<file path="src/delay_seq_pkg.sv">
/*
 * constants for the output on/off delay sequencer: channel count, field widths,
 * millisecond tick timing and reset values.
 * assumes a single 50 MHz system clock.
 */
`default_nettype none
package delay_seq_pkg;
    localparam int          NUM_CH        = 3;
    localparam int          DELAY_W       = 16;
    localparam int          CLK_HZ        = 50_000_000;
    localparam int          TICK_MS       = 1;
    localparam int          TICK_CYCLES   = CLK_HZ / 1000 * TICK_MS;
    localparam int          TICK_W        = 16;
    localparam logic [1:0]  REF_RESET     = 2'h1;
    localparam logic [1:0]  REF_MIN       = 2'h1;
    localparam logic [1:0]  REF_MAX       = 2'h3;
    localparam logic [2:0]  PART_RESET    = 3'h0;
    localparam logic        DIR_RESET     = 1'b1;
    localparam logic [15:0] DELAY_ZERO    = 16'h0000;
    localparam int          MIN_PART      = 2;
endpackage
`default_nettype wire

</file>
<file path="src/output_on_off_delay_sequencer.sv">
/*
 * output on/off delay sequencer for a three-channel supply.
 * assumes a command decoder drives the one-cycle write strobes and reads the
 * status outputs for queries; the analogue stages follow channel_output_o.
 */
// How it works
// [RULE1] reference select accepts 1..3 only; others are refused with an error pulse
// [RULE2] programmed reference channel is shown on a status output
// [RULE3] host sends participant channel numbers as separate arguments; the code takes the set as one bit mask on part_value_i
// [RULE4] fewer than two participants, or reference missing, is refused
// [RULE5] participant set is shown on a status output
// [RULE6] participant clear strobe drops every channel from the sequence
// [RULE7] host programs zero delay for reference and non-participants
// [RULE8] host supplies delays in ascending channel order
// [RULE9] delays count milliseconds from the reference transition
// [RULE10] each channel's programmed delay is shown on a status output
// [RULE11] direction 1 turns followers on, 0 turns them off
// [RULE12] programmed direction is shown on a status output
// [RULE13] reference switched on in on-direction starts delayed turn-on
// [RULE14] reference switched off in off-direction starts delayed turn-off
// [RULE15] non-participating channels never change on a reference transition
// [RULE16] one-millisecond tick drives per-channel down-counters loaded at the transition
`timescale 1ns/1ps
`default_nettype none
module output_on_off_delay_sequencer
    import delay_seq_pkg::*;
(
    input  wire logic                        mclk_i,
    input  wire logic                        reset_i,
    input  wire logic                        ref_write_i,
    input  wire logic [1:0]                  ref_value_i,
    input  wire logic                        part_write_i,
    input  wire logic [NUM_CH-1:0]           part_value_i,
    input  wire logic                        part_clear_i,
    input  wire logic                        delay_write_i,
    input  wire logic [NUM_CH*DELAY_W-1:0]   delay_value_i,
    input  wire logic                        dir_write_i,
    input  wire logic                        dir_value_i,
    input  wire logic                        switch_write_i,
    input  wire logic [1:0]                  switch_channel_i,
    input  wire logic                        switch_value_i,
    output logic [1:0]                       sequence_reference_o,
    output logic [NUM_CH-1:0]                sequence_participant_o,
    output logic [NUM_CH*DELAY_W-1:0]        channel_delay_o,
    output logic                             sequence_direction_o,
    output logic [NUM_CH-1:0]                channel_output_o,
    output logic [NUM_CH-1:0]                channel_pending_o,
    output logic                             command_error_o
);
    logic [1:0]              ref_r;
    logic [NUM_CH-1:0]       part_r;
    logic [DELAY_W-1:0]      delay_r [NUM_CH];
    logic                    dir_r;
    logic [NUM_CH-1:0]       out_r;
    logic [NUM_CH-1:0]       pend_r;
    logic [DELAY_W-1:0]      cnt_r   [NUM_CH];
    logic                    tick;
    logic                    ref_valid;
    logic                    part_valid;
    logic                    ref_switch;
    logic                    start_seq;

    // channel number (1..3) to one-hot; used by several decoders
    function automatic logic [NUM_CH-1:0] ch_onehot(input logic [1:0] ch);
        logic [NUM_CH-1:0] v;
        v = '0;
        if (ch >= REF_MIN && ch <= REF_MAX) begin
            v = NUM_CH'(1) << (ch - REF_MIN);
        end
        return v;
    endfunction

    function automatic int popcount(input logic [NUM_CH-1:0] v);
        int n;
        n = 0;
        for (int i = 0; i < NUM_CH; i++) begin
            n += int'(v[i]);
        end
        return n;
    endfunction

    assign ref_valid  = (ref_value_i >= REF_MIN) && (ref_value_i <= REF_MAX); // RULE1
    // reference must be a member and at least two channels take part
    assign part_valid = (popcount(part_value_i) >= MIN_PART)
                        && ((part_value_i & ch_onehot(ref_r)) != '0); // RULE4
    // a real transition of the reference in the programmed direction
    assign ref_switch = switch_write_i && (switch_channel_i == ref_r)
                        && (out_r[ref_r - REF_MIN] != switch_value_i);
    assign start_seq  = ref_switch && (switch_value_i == dir_r)
                        && ((part_r & ch_onehot(ref_r)) != '0); // RULE13 RULE14

    // one shared divider; restarting it at the transition keeps each delay exact to within two clocks
    ms_tick_gen u_tick (
        .mclk_i    (mclk_i),
        .reset_i   (reset_i),
        .restart_i (start_seq),
        .tick_o    (tick)
    ); // RULE16

    // reference channel store; invalid values leave the old one in place
    always_ff @(posedge mclk_i) begin
        if (reset_i) begin
            ref_r <= REF_RESET;
        end else if (ref_write_i && ref_valid) begin
            ref_r <= ref_value_i; // RULE1
        end
    end

    // participant set; clear wins since it drops every channel at once
    always_ff @(posedge mclk_i) begin
        if (reset_i) begin
            part_r <= PART_RESET;
        end else if (part_clear_i) begin
            part_r <= '0; // RULE6
        end else if (part_write_i && part_valid) begin
            part_r <= part_value_i; // RULE4
        end
    end

    // direction flag
    always_ff @(posedge mclk_i) begin
        if (reset_i) begin
            dir_r <= DIR_RESET;
        end else if (dir_write_i) begin
            dir_r <= dir_value_i; // RULE11
        end
    end

    // refusal pulse for a bad reference or a participant set that is undersized or lacks the reference
    always_ff @(posedge mclk_i) begin
        if (reset_i) begin
            command_error_o <= 1'b0;
        end else begin
            command_error_o <= (ref_write_i && !ref_valid)
                               || (part_write_i && !part_clear_i && !part_valid);
        end
    end

    // one copy of store, counter and switch per channel
    genvar g;
    generate
        for (g = 0; g < NUM_CH; g++) begin : g_ch
            // delay store; values are milliseconds, zero for the reference by host convention
            always_ff @(posedge mclk_i) begin
                if (reset_i) begin
                    delay_r[g] <= DELAY_ZERO;
                end else if (delay_write_i) begin
                    delay_r[g] <= delay_value_i[g*DELAY_W +: DELAY_W]; // RULE9
                end
            end

            // down-counter per follower, loaded at the reference transition
            always_ff @(posedge mclk_i) begin
                if (reset_i) begin
                    pend_r[g] <= 1'b0;
                    cnt_r[g]  <= DELAY_ZERO;
                end else if (start_seq && part_r[g]
                             && (g != int'(ref_r - REF_MIN))) begin
                    pend_r[g] <= 1'b1; // RULE16
                    cnt_r[g]  <= delay_r[g];
                end else if (pend_r[g] && cnt_r[g] == DELAY_ZERO) begin
                    pend_r[g] <= 1'b0;
                end else if (pend_r[g] && tick) begin
                    cnt_r[g]  <= cnt_r[g] - 1'b1; // RULE9
                end
            end

            // output switch: direct command, or expiry of this channel's delay
            always_ff @(posedge mclk_i) begin
                if (reset_i) begin
                    out_r[g] <= 1'b0;
                end else if (switch_write_i && switch_channel_i == 2'(g) + REF_MIN) begin
                    out_r[g] <= switch_value_i;
                end else if (pend_r[g] && cnt_r[g] == DELAY_ZERO) begin
                    out_r[g] <= dir_r; // RULE13 RULE14 RULE15
                end
            end

            assign channel_delay_o[g*DELAY_W +: DELAY_W] = delay_r[g]; // RULE10
        end
    endgenerate

    // status outputs are the stores themselves, so a query sees a write one cycle later
    assign sequence_reference_o   = ref_r;  // RULE2
    assign sequence_participant_o = part_r; // RULE5
    assign sequence_direction_o   = dir_r;  // RULE12
    assign channel_output_o       = out_r;
    assign channel_pending_o      = pend_r;

    // stored settings: refused writes keep the old value and pulse the error flag
    a_ref_range: assert property (@(posedge mclk_i) disable iff (reset_i) // RULE1
        ref_r >= REF_MIN && ref_r <= REF_MAX) else $error("reference out of range");
    a_ref_hold: assert property (@(posedge mclk_i) disable iff (reset_i) // RULE1
        (ref_write_i && !ref_valid) |=> $stable(ref_r) && command_error_o)
        else $error("bad ref stored");
    a_ref_take: assert property (@(posedge mclk_i) disable iff (reset_i) // RULE2
        (ref_write_i && ref_valid) |=> sequence_reference_o == $past(ref_value_i))
        else $error("reference not taken");
    a_part_min: assert property (@(posedge mclk_i) disable iff (reset_i) // RULE4
        part_r == '0 || popcount(part_r) >= MIN_PART) else $error("too few participants");
    a_part_refuse: assert property (@(posedge mclk_i) disable iff (reset_i) // RULE4
        (part_write_i && !part_clear_i && !part_valid) |=> $stable(part_r) && command_error_o)
        else $error("bad participant set stored");
    a_error_quiet: assert property (@(posedge mclk_i) disable iff (reset_i) // RULE1 RULE4
        (!ref_write_i && !part_write_i) |=> !command_error_o) else $error("spurious error");
    a_clear_all: assert property (@(posedge mclk_i) disable iff (reset_i) // RULE6
        part_clear_i |=> part_r == '0) else $error("clear failed");
    a_dir_take: assert property (@(posedge mclk_i) disable iff (reset_i) // RULE11
        dir_write_i |=> dir_r == $past(dir_value_i)) else $error("direction lost");
    a_delay_take: assert property (@(posedge mclk_i) disable iff (reset_i) // RULE10
        delay_write_i |=> channel_delay_o == $past(delay_value_i)) else $error("delay lost");

    // sequencing: counters load at the transition, expiry switches in the programmed direction
    a_nonpart_hold: assert property (@(posedge mclk_i) disable iff (reset_i) // RULE15
        (!switch_write_i && !part_r[0]) |=> $stable(out_r[0])) else $error("ch1 moved");
    a_load_count: assert property (@(posedge mclk_i) disable iff (reset_i) // RULE16
        (start_seq && part_r[1] && ref_r != 2'h2) |=> pend_r[1] && cnt_r[1] == $past(delay_r[1]))
        else $error("counter not loaded");
    a_expire_out: assert property (@(posedge mclk_i) disable iff (reset_i) // RULE13
        (pend_r[2] && cnt_r[2] == DELAY_ZERO && !switch_write_i) |=> out_r[2] == $past(dir_r)
        && !pend_r[2]) else $error("follower not switched");
    a_zero_delay: assert property (@(posedge mclk_i) disable iff (reset_i) // RULE14
        (start_seq && part_r[1] && ref_r != 2'h2 && delay_r[1] == DELAY_ZERO && !dir_r)
        |=> !switch_write_i |=> !out_r[1]) else $error("off late");
endmodule
`default_nettype wire

</file>
<file path="src/ms_tick_gen.sv">
/*
 * millisecond tick generator: one-cycle pulse every TICK_CYCLES clocks.
 * assumes mclk_i at the package clock rate; restart realigns the tick to a
 * reference transition so each delay is accurate to two clock cycles.
 */
`timescale 1ns/1ps
`default_nettype none
module ms_tick_gen
    import delay_seq_pkg::*;
(
    input  wire logic mclk_i,
    input  wire logic reset_i,
    input  wire logic restart_i,
    output logic      tick_o
);
    localparam logic [TICK_W-1:0] LAST = TICK_W'(TICK_CYCLES - 1);
    logic [TICK_W-1:0] cnt_r;

    // free-running divider, realigned on restart
    always_ff @(posedge mclk_i) begin
        if (reset_i || restart_i) begin
            cnt_r  <= '0;
            tick_o <= 1'b0;
        end else if (cnt_r == LAST) begin
            cnt_r  <= '0;
            tick_o <= 1'b1;
        end else begin
            cnt_r  <= cnt_r + 1'b1;
            tick_o <= 1'b0;
        end
    end
endmodule
`default_nettype wire

</file>
<file path="config.mk">
export PLATFORM = sky130hd
export DESIGN_NAME = output_on_off_delay_sequencer
export DESIGN_NICKNAME = d
export VERILOG_FILES = /design/src/delay_seq_pkg.sv /design/src/output_on_off_delay_sequencer.sv /design/src/ms_tick_gen.sv
export SDC_FILE = /design/constraint.sdc
export NUM_CORES = 1
export LEC_CHECK = 0
export ABC_AREA = 1
export BUFFER_PORTS_ARGS = -buffer_cell sky130_fd_sc_hd__buf_2
export CAP_MARGIN = 20
export CORE_UTILIZATION = 55
export DETAILED_ROUTE_END_ITERATION = 7
export GPL_TIMING_DRIVEN = 0
export HOLD_SLACK_MARGIN = 0.05
export MAX_ROUTING_LAYER = met4
export PLACE_DENSITY = 0.79
export SLEW_MARGIN = 15
export SYNTH_ARGS = -nofsm -noshare
export SYNTH_HDL_FRONTEND = slang
export SYNTH_SLANG_ARGS = --single-unit
export TNS_END_PERCENT = 10
</file>
<file path="constraint.sdc">
create_clock -name mclk_i -period 7.45 [get_ports mclk_i]
set_input_delay 0.745 -clock mclk_i [delete_from_list [all_inputs] [get_ports mclk_i]]
set_output_delay 0.745 -clock mclk_i [all_outputs]
set_load 0.02 [all_outputs]
</file>
* Word-level counts from Yosys, hierarchy flattened *
Memory sizes are Yosys's and may differ from the RTL's.
Cells that the tools add are included.

operators by class
  $add $sub $neg = 8
  order comparisons = 6
  eq/ne operators = 9
  shift-type cells = 1
  multiplexer cells = 54
  bitwise operators = 11
  reductions and logical operators = 46

operator list
  cell                     count
  $mux W16                 9
  $logic_not A16 Y1        3
  $sub A16 B1 Y16 const B  3
  $mux W1                  43
  $reduce_bool A32 Y1      1
  $logic_and A1 B1 Y1      27
  $add A16 B1 Y16 const B  1
  $eq A16 B16 Y1 const B   1
  $reduce_bool A2 Y1       6
  $or A1 B1 Y1             9
  $and A3 B3 Y3            2
  $reduce_bool A3 Y1       2
  $eq A2 B2 Y1 const B     2
  $ge A2 B1 Y1 const B     2
  $le A2 B2 Y1 const B     2
  $reduce_or A2 Y1         2
  $add A2 B1 Y3            1
  $ge A3 B2 Y1 const B     1
  $logic_not A1 Y1         3
  $lt A2 B3 Y1 const B     1
  $mux W3                  1
  $ne A2 B3 Y1 const A     1
  $ne A3 B3 Y1 const A     1
  $shl A1 B2 Y3 const A    1
  other kinds (9)          10

word-level totals
  bits in registers = 30
  memory bits (writable) = 96
  input bits = 65
  output and inout port bits = 61
  memories kept = 2

memory list
  name     words  bits a word  read ports  clocked after Yosys merged registers in  wr ports  line                                 RTL
  cnt_r    3      16           3           0                                        3         output_on_off_delay_sequencer.sv:56  logic [DELAY_W-1:0] cnt_r [NUM_CH];
  delay_r  3      16           3           0                                        3         output_on_off_delay_sequencer.sv:52  logic [DELAY_W-1:0] delay_r [NUM_CH];

* Logic depth before layout (Yosys ltp) *
Gate-level depths: netlist (run 1).

  depth in word-level cells = 14
  depth in mapped cells = 12

* By module *
Synthesis (run 1) repeated with hierarchy kept, for this count alone.

unflattened totals
  cells, all modules = 845
  area, all modules = 6,897.9 µm²

by module, submodules not included
  module                         instances  cells each  area each (µm²)  sequential area each (µm²)
  output_on_off_delay_sequencer  1          710         5,965.7          3,143.0
  ms_tick_gen                    1          135         932.1            340.3

* Worst setup path before layout (run 1) *
No wires, ideal clock.

  path kind = register to register
  start point = register ref_r[0], in the netlist sequence_reference_o[0]
  end point = memory cnt_r[1][0] (enable)
  library setup time = 0.375 ns
  data arrival time = 2.254 ns
  data required time = 7.075 ns
  setup slack = 4.820 ns
  stages on the path, launching flop included = 12
  buffers on the path = 2
  clock period less this slack = 2.630 ns
  cell sequence = dfxtp_1 inv_2 ha_1 inv_1 nand3_1 nand3_1 nor2_1 nor2_4 nand3_2 buf_4 buf_4 nand3_1

RTL lines
  item                    line                                  RTL
  start, declared         output_on_off_delay_sequencer.sv:50   logic [1:0] ref_r;
  start signal, assigned  output_on_off_delay_sequencer.sv:105  ref_r <= ref_value_i;
  end, declared           output_on_off_delay_sequencer.sv:56

==> results.tsv, run 1 <==
stage	metric	value	unit
synthesis	yosys.area.top_type_share	43.1	%
pwr	p_leak	3.91	nW
synthesis	synth_common_cells	nand2_1, nor2_1, inv_1	
routing	wirelength	15.5	mm
placed_design	hpwl	10.9	mm
sta	worst-slew-pin-transition	841	ps
global_route	overflow	0	
setup_path	crit_type	reg2reg	
setup_path	cp.required	7380	ps
layout	syn2layout_area_growth	21.9	%
setup_path	crit_family	simple AND/OR/NAND/NOR gates	
clock_tree	path_clk_slew	50	ps
setup_path	crit_path_end_kind	register	
placed_design	place_area	7520	um2
die	die_area	12600	um2
min_path	min_path_type	reg2reg	
setup_path	cp.buffers_inverters	3	
clock_tree	cts_setup_buffers	0	
routing	drc	7	
setup_path	cp_max_fo	16	
die	design.core.area	11700	um2
sta	fin_setup_tns	0	ps
routing	dr.first_iter.drc_count	429	
clock_tree	cts_buffers	17	
synthesis	yosys.area.top_type	edfxtp_1	
clock_tree	clock_sinks	126	
setup_path	arrival	2970	ps
sta	period_needed	3040	ps
layout	nets	1027	
sta	setup_viol_count_final	0	
layout	diodes	0	
sta	final-max-slew-violation-count	0	
synthesis	synth_area	6690	um2
sta	slew_headroom	43.8	%
sta	fmax	329	MHz
sta	hold_viol	0	
synthesis	synth_most_common_cell	nand2_1	
sta	skew	7.30	ps
status	violations	design-rule violations	
setup_path	cp_slowest_stage_delay	630	ps
routing	wl_per_cell	14.0	um
clock_tree	root_buffer	clkbuf_16	
die	die_x	112	um
routing	num_vias	5750	
die	io_pins	126	
synthesis	syn_area_per_cell	8.31	um2
flow_run	drv_cap	0	
synthesis	ys_seq_area_share	52.0	%
setup_path	path_common_cell	nand3_1	
die	num_rows	39	
clock_tree	post_cts_resized	0	
routing	vias_per_cell	5.19	
global_route	grt_pass1_vias	5474	
synthesis	synth.distinct_cells	36	
synthesis	synth_cells	806	
placed_design	place_ws	4300	ps
clock_tree	cts_max_path_buffers	2	
placed_design	portBuffers	125	
die	die_y	112	um
clock_tree	htreeDepth	4	
global_route	grt_pass1_wl	25.6	mm
synthesis	yosysWarningCount	0	
routing	drtPass1Iterations	8	
synthesis	synth.ff_latch_count	126	
die	start_util	57.4	%
clock_tree	cts_tree	built	
placed_design	routabilityCongestion	0.929	
global_route	gr-usage-all-layers	26.8	%
global_route	grt_max_degree	31	
status	status	complete, but fails checks	
layout	fin_area	8160	um2
routing	drtAntennaViolNets	0	
sta	setup_ws	4410	ps
clock_tree	ctsHoldBuffers	0	
sta	finalCritPeriodShare	40.8	%
pwr	total_power	1.88	mW
pwr	ir_drop	0.164	mV
pwr	power.density	231	nW/um2
setup_path	slowest_stage	nand3_1	
setup_path	critPathLaunchType	register	
layout	n_fill_cell	926	
global_route	antenna_found_initial	0	
synthesis	synth_area_leaders	edfxtp_1, nand2_1, dfxtp_1	
setup_path	crit_chain	inv_2, ha_1, inv_1, nand3_1, nand3_1, nor2_1, nor2_4, nand3_4, buf_2, nand3_1	
synthesis	ys.flop_type	edfxtp_1	
sta	rsz0062_at_grt	false	
synthesis	synth_enable_flop_cells	96	
layout	drive_above_1_share	18.8	%
sta	whs	452	ps
synthesis	syn-num-nets	882	
clock_tree	clock_latency	420	ps
synthesis	async_reset_ff_share	0	%
==> cells by family after synthesis <==
family | after synthesis | share of synthesized area (%)
AND/OR/NAND/NOR | 453 | 29.5
XOR/XNOR | 37 | 4.84
AO/OA/AOI/OAI | 42 | 3.48
buffers and inverters | 137 | 8.11
adder cells (fa/ha/maj) | 11 | 2.06
flip-flops | 126 | 52.0
==> placed cells by master (no fill, tap or decap), types with 2 or more instances in the layout <==
master	netlist	routed
inv_2	2	2
buf_4	4	4
nand3b_1	3	3
buf_1	4	4
nand2_1	198	198
xnor2_1	10	10
ha_1	11	11
nor3_1	11	11
clkinv_2	0	3
nor2_1	140	140
a31oi_1	2	2
dfxtp_1	30	30
edfxtp_1	96	96
o31ai_1	3	3
a21oi_1	16	16
nand3_1	38	38
nor3b_1	2	2
inv_1	114	114
buf_2	5	130
clkbuf_16	0	17
bufinv_16	0	5
and2_1	2	2
or2_2	6	6
xor2_1	27	27
o21ai_0	18	18
nand4_1	44	44
clkinvlp_4	0	3
clkbuf_1	7	9
nor4_1	2	2
==> where the power goes <==
part           internal [mW]  total (mW)  switching (mW)
sequential             0.793       0.817          0.0240
combinational         0.0552       0.166           0.110
clock                  0.599       0.901           0.303
total                   1.45        1.88           0.437
==> layout make-up <==
cell class	instances	area, um2	area share [%]
sequential	126	3480	42.7
multi-input combinational	543	2670	32.7
timing repair buffer	126	646	7.92
clock buffer	20	447	5.48
inverter	116	435	5.34
clock inverter	12	191	2.35
tap	143	179	2.19
buffer	21	108	1.32
==> metal layers <==
layer / vias to the layer above / wire length [um] / track usage (%)
li1: 2905 / - / -
met1: 2627 / 6960 / 33.4
met2: 194 / 7470 / 43.1
met3: 24 / 863 / 5.99
met4: 0 / 240 / 9.78
met5: - / 0 / -
==> registers in the layout, summed over array words and instances (netlist names) <==
register	count
channel_output_o	3
channel_pending_o	3
cnt_r	48
command_error_o	1
delay_r	48
sequence_direction_o	1
sequence_participant_o	3
sequence_reference_o	2
u_tick.cnt_r	16
u_tick.tick_o	1
==> final timing paths <==
| path | start | to | slack, ps | cells past startpoint |
|---|---|---|---|---|
| max | sequence_reference_o[0] | cnt_r[0][13] | 4410 | 10 |
| min | u_tick.cnt_r[0] | u_tick.cnt_r[0] | 450 | 1 |
| max reg2reg | sequence_reference_o[0] | cnt_r[0][13] | 4410 | 10 |
| min reg2reg | u_tick.cnt_r[0] | u_tick.cnt_r[0] | 450 | 1 |
==> metrics by stage <==
step	util [%]	instances
after detailed placement	64.5	1075
after global placement	64.3	1074
after floorplan	-	806
after CTS	69.9	1107
after global routing	69.9	1107
final	69.9	1107
Power figures use the tool's default switching activity.
==> inputs of run 2 (changes only) <==
--- a/config.mk
+++ b/config.mk
@@ -5,7 +5,7 @@
 export SDC_FILE = /design/constraint.sdc
 export NUM_CORES = 1
 export LEC_CHECK = 0
-export ABC_AREA = 1
+export ABC_AREA = 0
 export BUFFER_PORTS_ARGS = -buffer_cell sky130_fd_sc_hd__buf_2
 export CAP_MARGIN = 20
 export CORE_UTILIZATION = 55
@@ -13,7 +13,7 @@
 export GPL_TIMING_DRIVEN = 0
 export HOLD_SLACK_MARGIN = 0.05
 export MAX_ROUTING_LAYER = met4
-export PLACE_DENSITY = 0.79
+export PLACE_DENSITY = 0.8
 export SLEW_MARGIN = 15
 export SYNTH_ARGS = -nofsm -noshare
 export SYNTH_HDL_FRONTEND = slang
==> constraint.sdc (replaced) <==
create_clock -name mclk_i -period 3.1 [get_ports mclk_i]
set_input_delay 0.31 -clock mclk_i [delete_from_list [all_inputs] [get_ports mclk_i]]
set_output_delay 0.31 -clock mclk_i [all_outputs]
set_load 0.02 [all_outputs]
==> run 2 against run 1 <==
Against the previous run: the run now ends clean; global-route usage is 0.095 points lower; area after synthesis fell by 6.2%; via count fell by 13%; register-to-register slack worse by 4300 ps; count of clock-buffer cells in the layout increased by 7; critical path type unchanged; critical endpoint is now u_tick.cnt_r[3]; worst setup slack got worse by 4300 ps; routed wire length shrank 4.2%; cell count shrank 22%; synthesized cell count decreased by 30%; largest cell class unchanged; clock skew grew 7.1 ps; sequential cell count is the same; clock power up 120%.
==> results.tsv, run 2 <==
stage	metric	value	unit	change
status	status	complete, no violations		
pwr	p_seq_share	45.3	%	+1.9 points
synthesis	yosys.area.top_type	edfxtp_1		
setup_path	cp_max_fo	10		-6
synthesis	synth_enable_flop_cells	96		unchanged
synthesis	synth_common_cells	edfxtp_1, and2_1, inv_1		
global_route	grt_pass1_wl	23.2	mm	-9.5%
setup_path	reg2reg_to	u_tick.cnt_r[3]		
clock_tree	cts_buffers	17		unchanged
setup_path	endpoint	u_tick.cnt_r[3]		
synthesis	async_reset_ff_share	0	%	unchanged
routing	wl_met2	7.20	mm	-3.6%
pwr	total_power	4.35	mW	+130%
die	io_pins	126		unchanged
sta	worst-slew-pin-transition	727	ps	-114 ps
pwr	p_switching	0.994	mW	+130%
die	design.core.area	11000	um2	-5.8%
pwr	ir_drop	0.387	mV	+140%
sta	skew	14.4	ps	+7.07 ps
routing	route.met3.wl	886	um	+2.7%
layout	nets	783		-24%
setup_path	slowest_stage	dfxtp_2		
placed_design	portBuffers	124		-0.80%
die	num_rows	38		-2.6%
setup_path	reg2reg_depth	10		unchanged
setup_path	crit_type	reg2reg		
global_route	antenna_found_initial	0		unchanged
setup_path	r2r_slack	140	ps	-4270 ps
clock_tree	cts_tree	built		
synthesis	synth_most_common_cell	edfxtp_1		
routing	wirelength	14.9	mm	-4.2%
setup_path	cp.required	3390	ps	-3990 ps
die	start_util	57.2	%	-0.21 points
clock_tree	path_clk_slew	50	ps	about the same
synthesis	synth_cells	562		-30%
pwr	power.density	561	nW/um2	+140%
clock_tree	cts_max_path_buffers	2		unchanged
layout	diodes	0		unchanged
synthesis	ys_seq_area_share	55.5	%	+3.4 points
synthesis	ys.flop_type	edfxtp_1		
setup_path	critical_path.startpoint	sequence_reference_o[0]		
global_route	grt_max_degree	49		+58%
synthesis	syn-num-nets	638		-28%
sta	period_needed	2960	ps	-83.5 ps
sta	setup_viol_count_final	0		unchanged
pwr	internal_power	3.36	mW	+130%
synthesis	syn_area_per_cell	11.2	um2	+35%
sta	rsz0062_at_grt	true		
clock_tree	root_buffer	clkbuf_16		
clock_tree	htreeDepth	4		unchanged
layout	n_fill_cell	789		-15%
min_path	worstHoldPathCells	2		+1
sta	slew_headroom	51.5	%	+7.8 points
synthesis	synth.ff_latch_count	126		unchanged
routing	drtAntennaViolNets	0		unchanged
setup_path	path_common_cell	clkbuf_1		
global_route	grt_pass1_vias	4803		-12%
synthesis	synth_area	6280	um2	-6.2%
routing	num_vias	4976		-13%
setup_path	cp_slowest_stage_delay	450	ps	-180 ps
global_route	overflow	0		unchanged
pwr	p_comb_share	8.6	%	-0.2 points
synthesis	synth.distinct_cells	51		+42%
pwr	p_leak	3.02	nW	-23%
routing	wl_per_cell	17.3	um	+23%
placed_design	hpwl	10.2	mm	-6.3%
sta	final-max-slew-violation-count	0		unchanged
sta	finalCritPeriodShare	95.3	%	+55 points
die	die_y	109	um	-3.1%
routing	dr.first_iter.drc_count	397		-7.5%
routing	drc	0		-7
pwr	clockPowerShare	46.1	%	-1.8 points
setup_path	critPathLaunchType	register		
layout	final_cell_mix	buf_2, edfxtp_1, and2_1		
setup_path	reg2reg_from	sequence_reference_o[0]		
die	die_area	11900	um2	-6.1%
routing	drtPass1Iterations	6		-2
synthesis	yosysWarningCount	0		unchanged
layout	largest_registers	cnt_r (48), delay_r (48), u_tick.cnt_r (16)		
routing	m1WireLength	6.44	mm	-7.5%
clock_tree	clock_sinks	126		unchanged
synthesis	synth_area_leaders	edfxtp_1, dfxtp_1, xnor2_1		
sta	fmax	338	MHz	+2.8%
setup_path	crit_path_end_kind	register		
layout	drive_above_1_share	25.6	%	+6.8 points
sta	fin_setup_tns	0	ps	unchanged
global_route	gr-usage-all-layers	26.7	%	-0.095 points
die	die_x	109	um	-3.1%
clock_tree	clock_latency	430	ps	about the same
sta	hold_viol	0		unchanged
setup_path	arrival	3250	ps	+280 ps
flow_run	drv_cap	0		unchanged
min_path	min_path_type	in2reg		
pwr	swShare	22.9	%	-0.36 points
synthesis	yosys.area.top_type_share	45.9	%	+2.8 points
routing	vias_per_cell	5.79		+11%
layout	final_common_cell	buf_2		
routing	top_layer	met4		
layout	syn2layout_area_growth	23.4	%	
placed_design	routabilityCongestion	0.842		-9.3%
setup_path	crit_chain	inv_1, ha_1, mux2i_1, or3_1, a31oi_2, a21o_1, clkbuf_1, nand2b_1, clkbuf_1, nor2_1		
-- run 2: cell type report --
| cell class | count | area [um2] | area share (%) |
|---|---|---|---|
| timing repair buffer | 125 | 628 | 8.10 |
| clock inverter | 5 | 77.6 | 1.00 |
| inverter | 42 | 158 | 2.03 |
| sequential | 126 | 3480 | 45.0 |
| multi-input combinational | 370 | 2590 | 33.4 |
| clock buffer | 27 | 523 | 6.75 |
| tap | 140 | 175 | 2.26 |
| buffer | 25 | 113 | 1.45 |
-- run 2: metal layers --
layer	global-route usage [%]	up-vias
met5	-	-
li1	-	2341
met2	42.2	203
met1	32.7	2399
met3	5.86	33
met4	12.5	0
-- run 2: how the worst min path moves through the flow --
stage	start	end	slack (ps)
floorplan	part_clear_i	sequence_participant_o[0]	390
global route	part_clear_i	sequence_participant_o[1]	120
CTS	part_clear_i	sequence_participant_o[2]	90
detailed placement	u_tick.cnt_r[0]	u_tick.cnt_r[0]	460
finish	part_clear_i	sequence_participant_o[2]	110
global placement	u_tick.cnt_r[0]	u_tick.cnt_r[0]	440
-- run 2: worst max-delay path, delay by kind of cell, from the launching register on --
family	cells	cell delay [ps]
AO/OA/AOI/OAI	2	450
flip-flops	1	450
buffers and inverters	3	800
AND/OR/NAND/NOR	3	600
multiplexers	1	150
adder cells (fa/ha/maj)	1	360
-- run 2: logic make-up after synthesis --
family | after synthesis | share of synthesized area, %
and+or+nand+nor | 224 | 20.7
buffers and inverters | 67 | 4.24
adders and majority gates | 11 | 2.19
muxes | 7 | 1.12
AOI/OAI and AO/OA | 72 | 8.63
xor gates and xnor gates | 55 | 7.67
DFF | 126 | 55.5
-- run 2: what timing repair did --
action | in CTS | in global routing
resized for setup | 6 | 11
setup endpoints to repair | 66 | 71
cloned | 0 | 1
pin swaps | 1 | 1
hold buffers | 0 | 0
buffers inserted | 1 | 0
-- run 2: metrics by stage --
| step | cell area [um2] | cells | hold slack (ps) | worst slack [ps] | utilization (%) |
|---|---|---|---|---|---|
| 6_report | 7750 | 860 | 105 | 144 | 70.6 |
| 5_1_grt | 7750 | 860 | 116 | -29.8 | 70.6 |
| 4_1_cts | 7710 | 859 | 93.5 | 25.1 | 70.2 |
| 3_5_place_dp | 7080 | 826 | 456 | -477 | 64.5 |
| 3_3_place_gp | 7080 | 826 | 438 | -418 | 64.5 |
| 2_1_floorplan | 6290 | 562 | 387 | -30.9 | - |
-- run 2: power groups by stage --
stage	Clock (mW)	Sequential, mW	Combinational [mW]
after floorplan	0	2.06	0.148
after global placement	0	2.00	0.355
after detailed placement	0	2.00	0.365
after CTS	2.02	1.97	0.372
after global routing	2.09	1.98	0.407
final	2.01	1.97	0.373
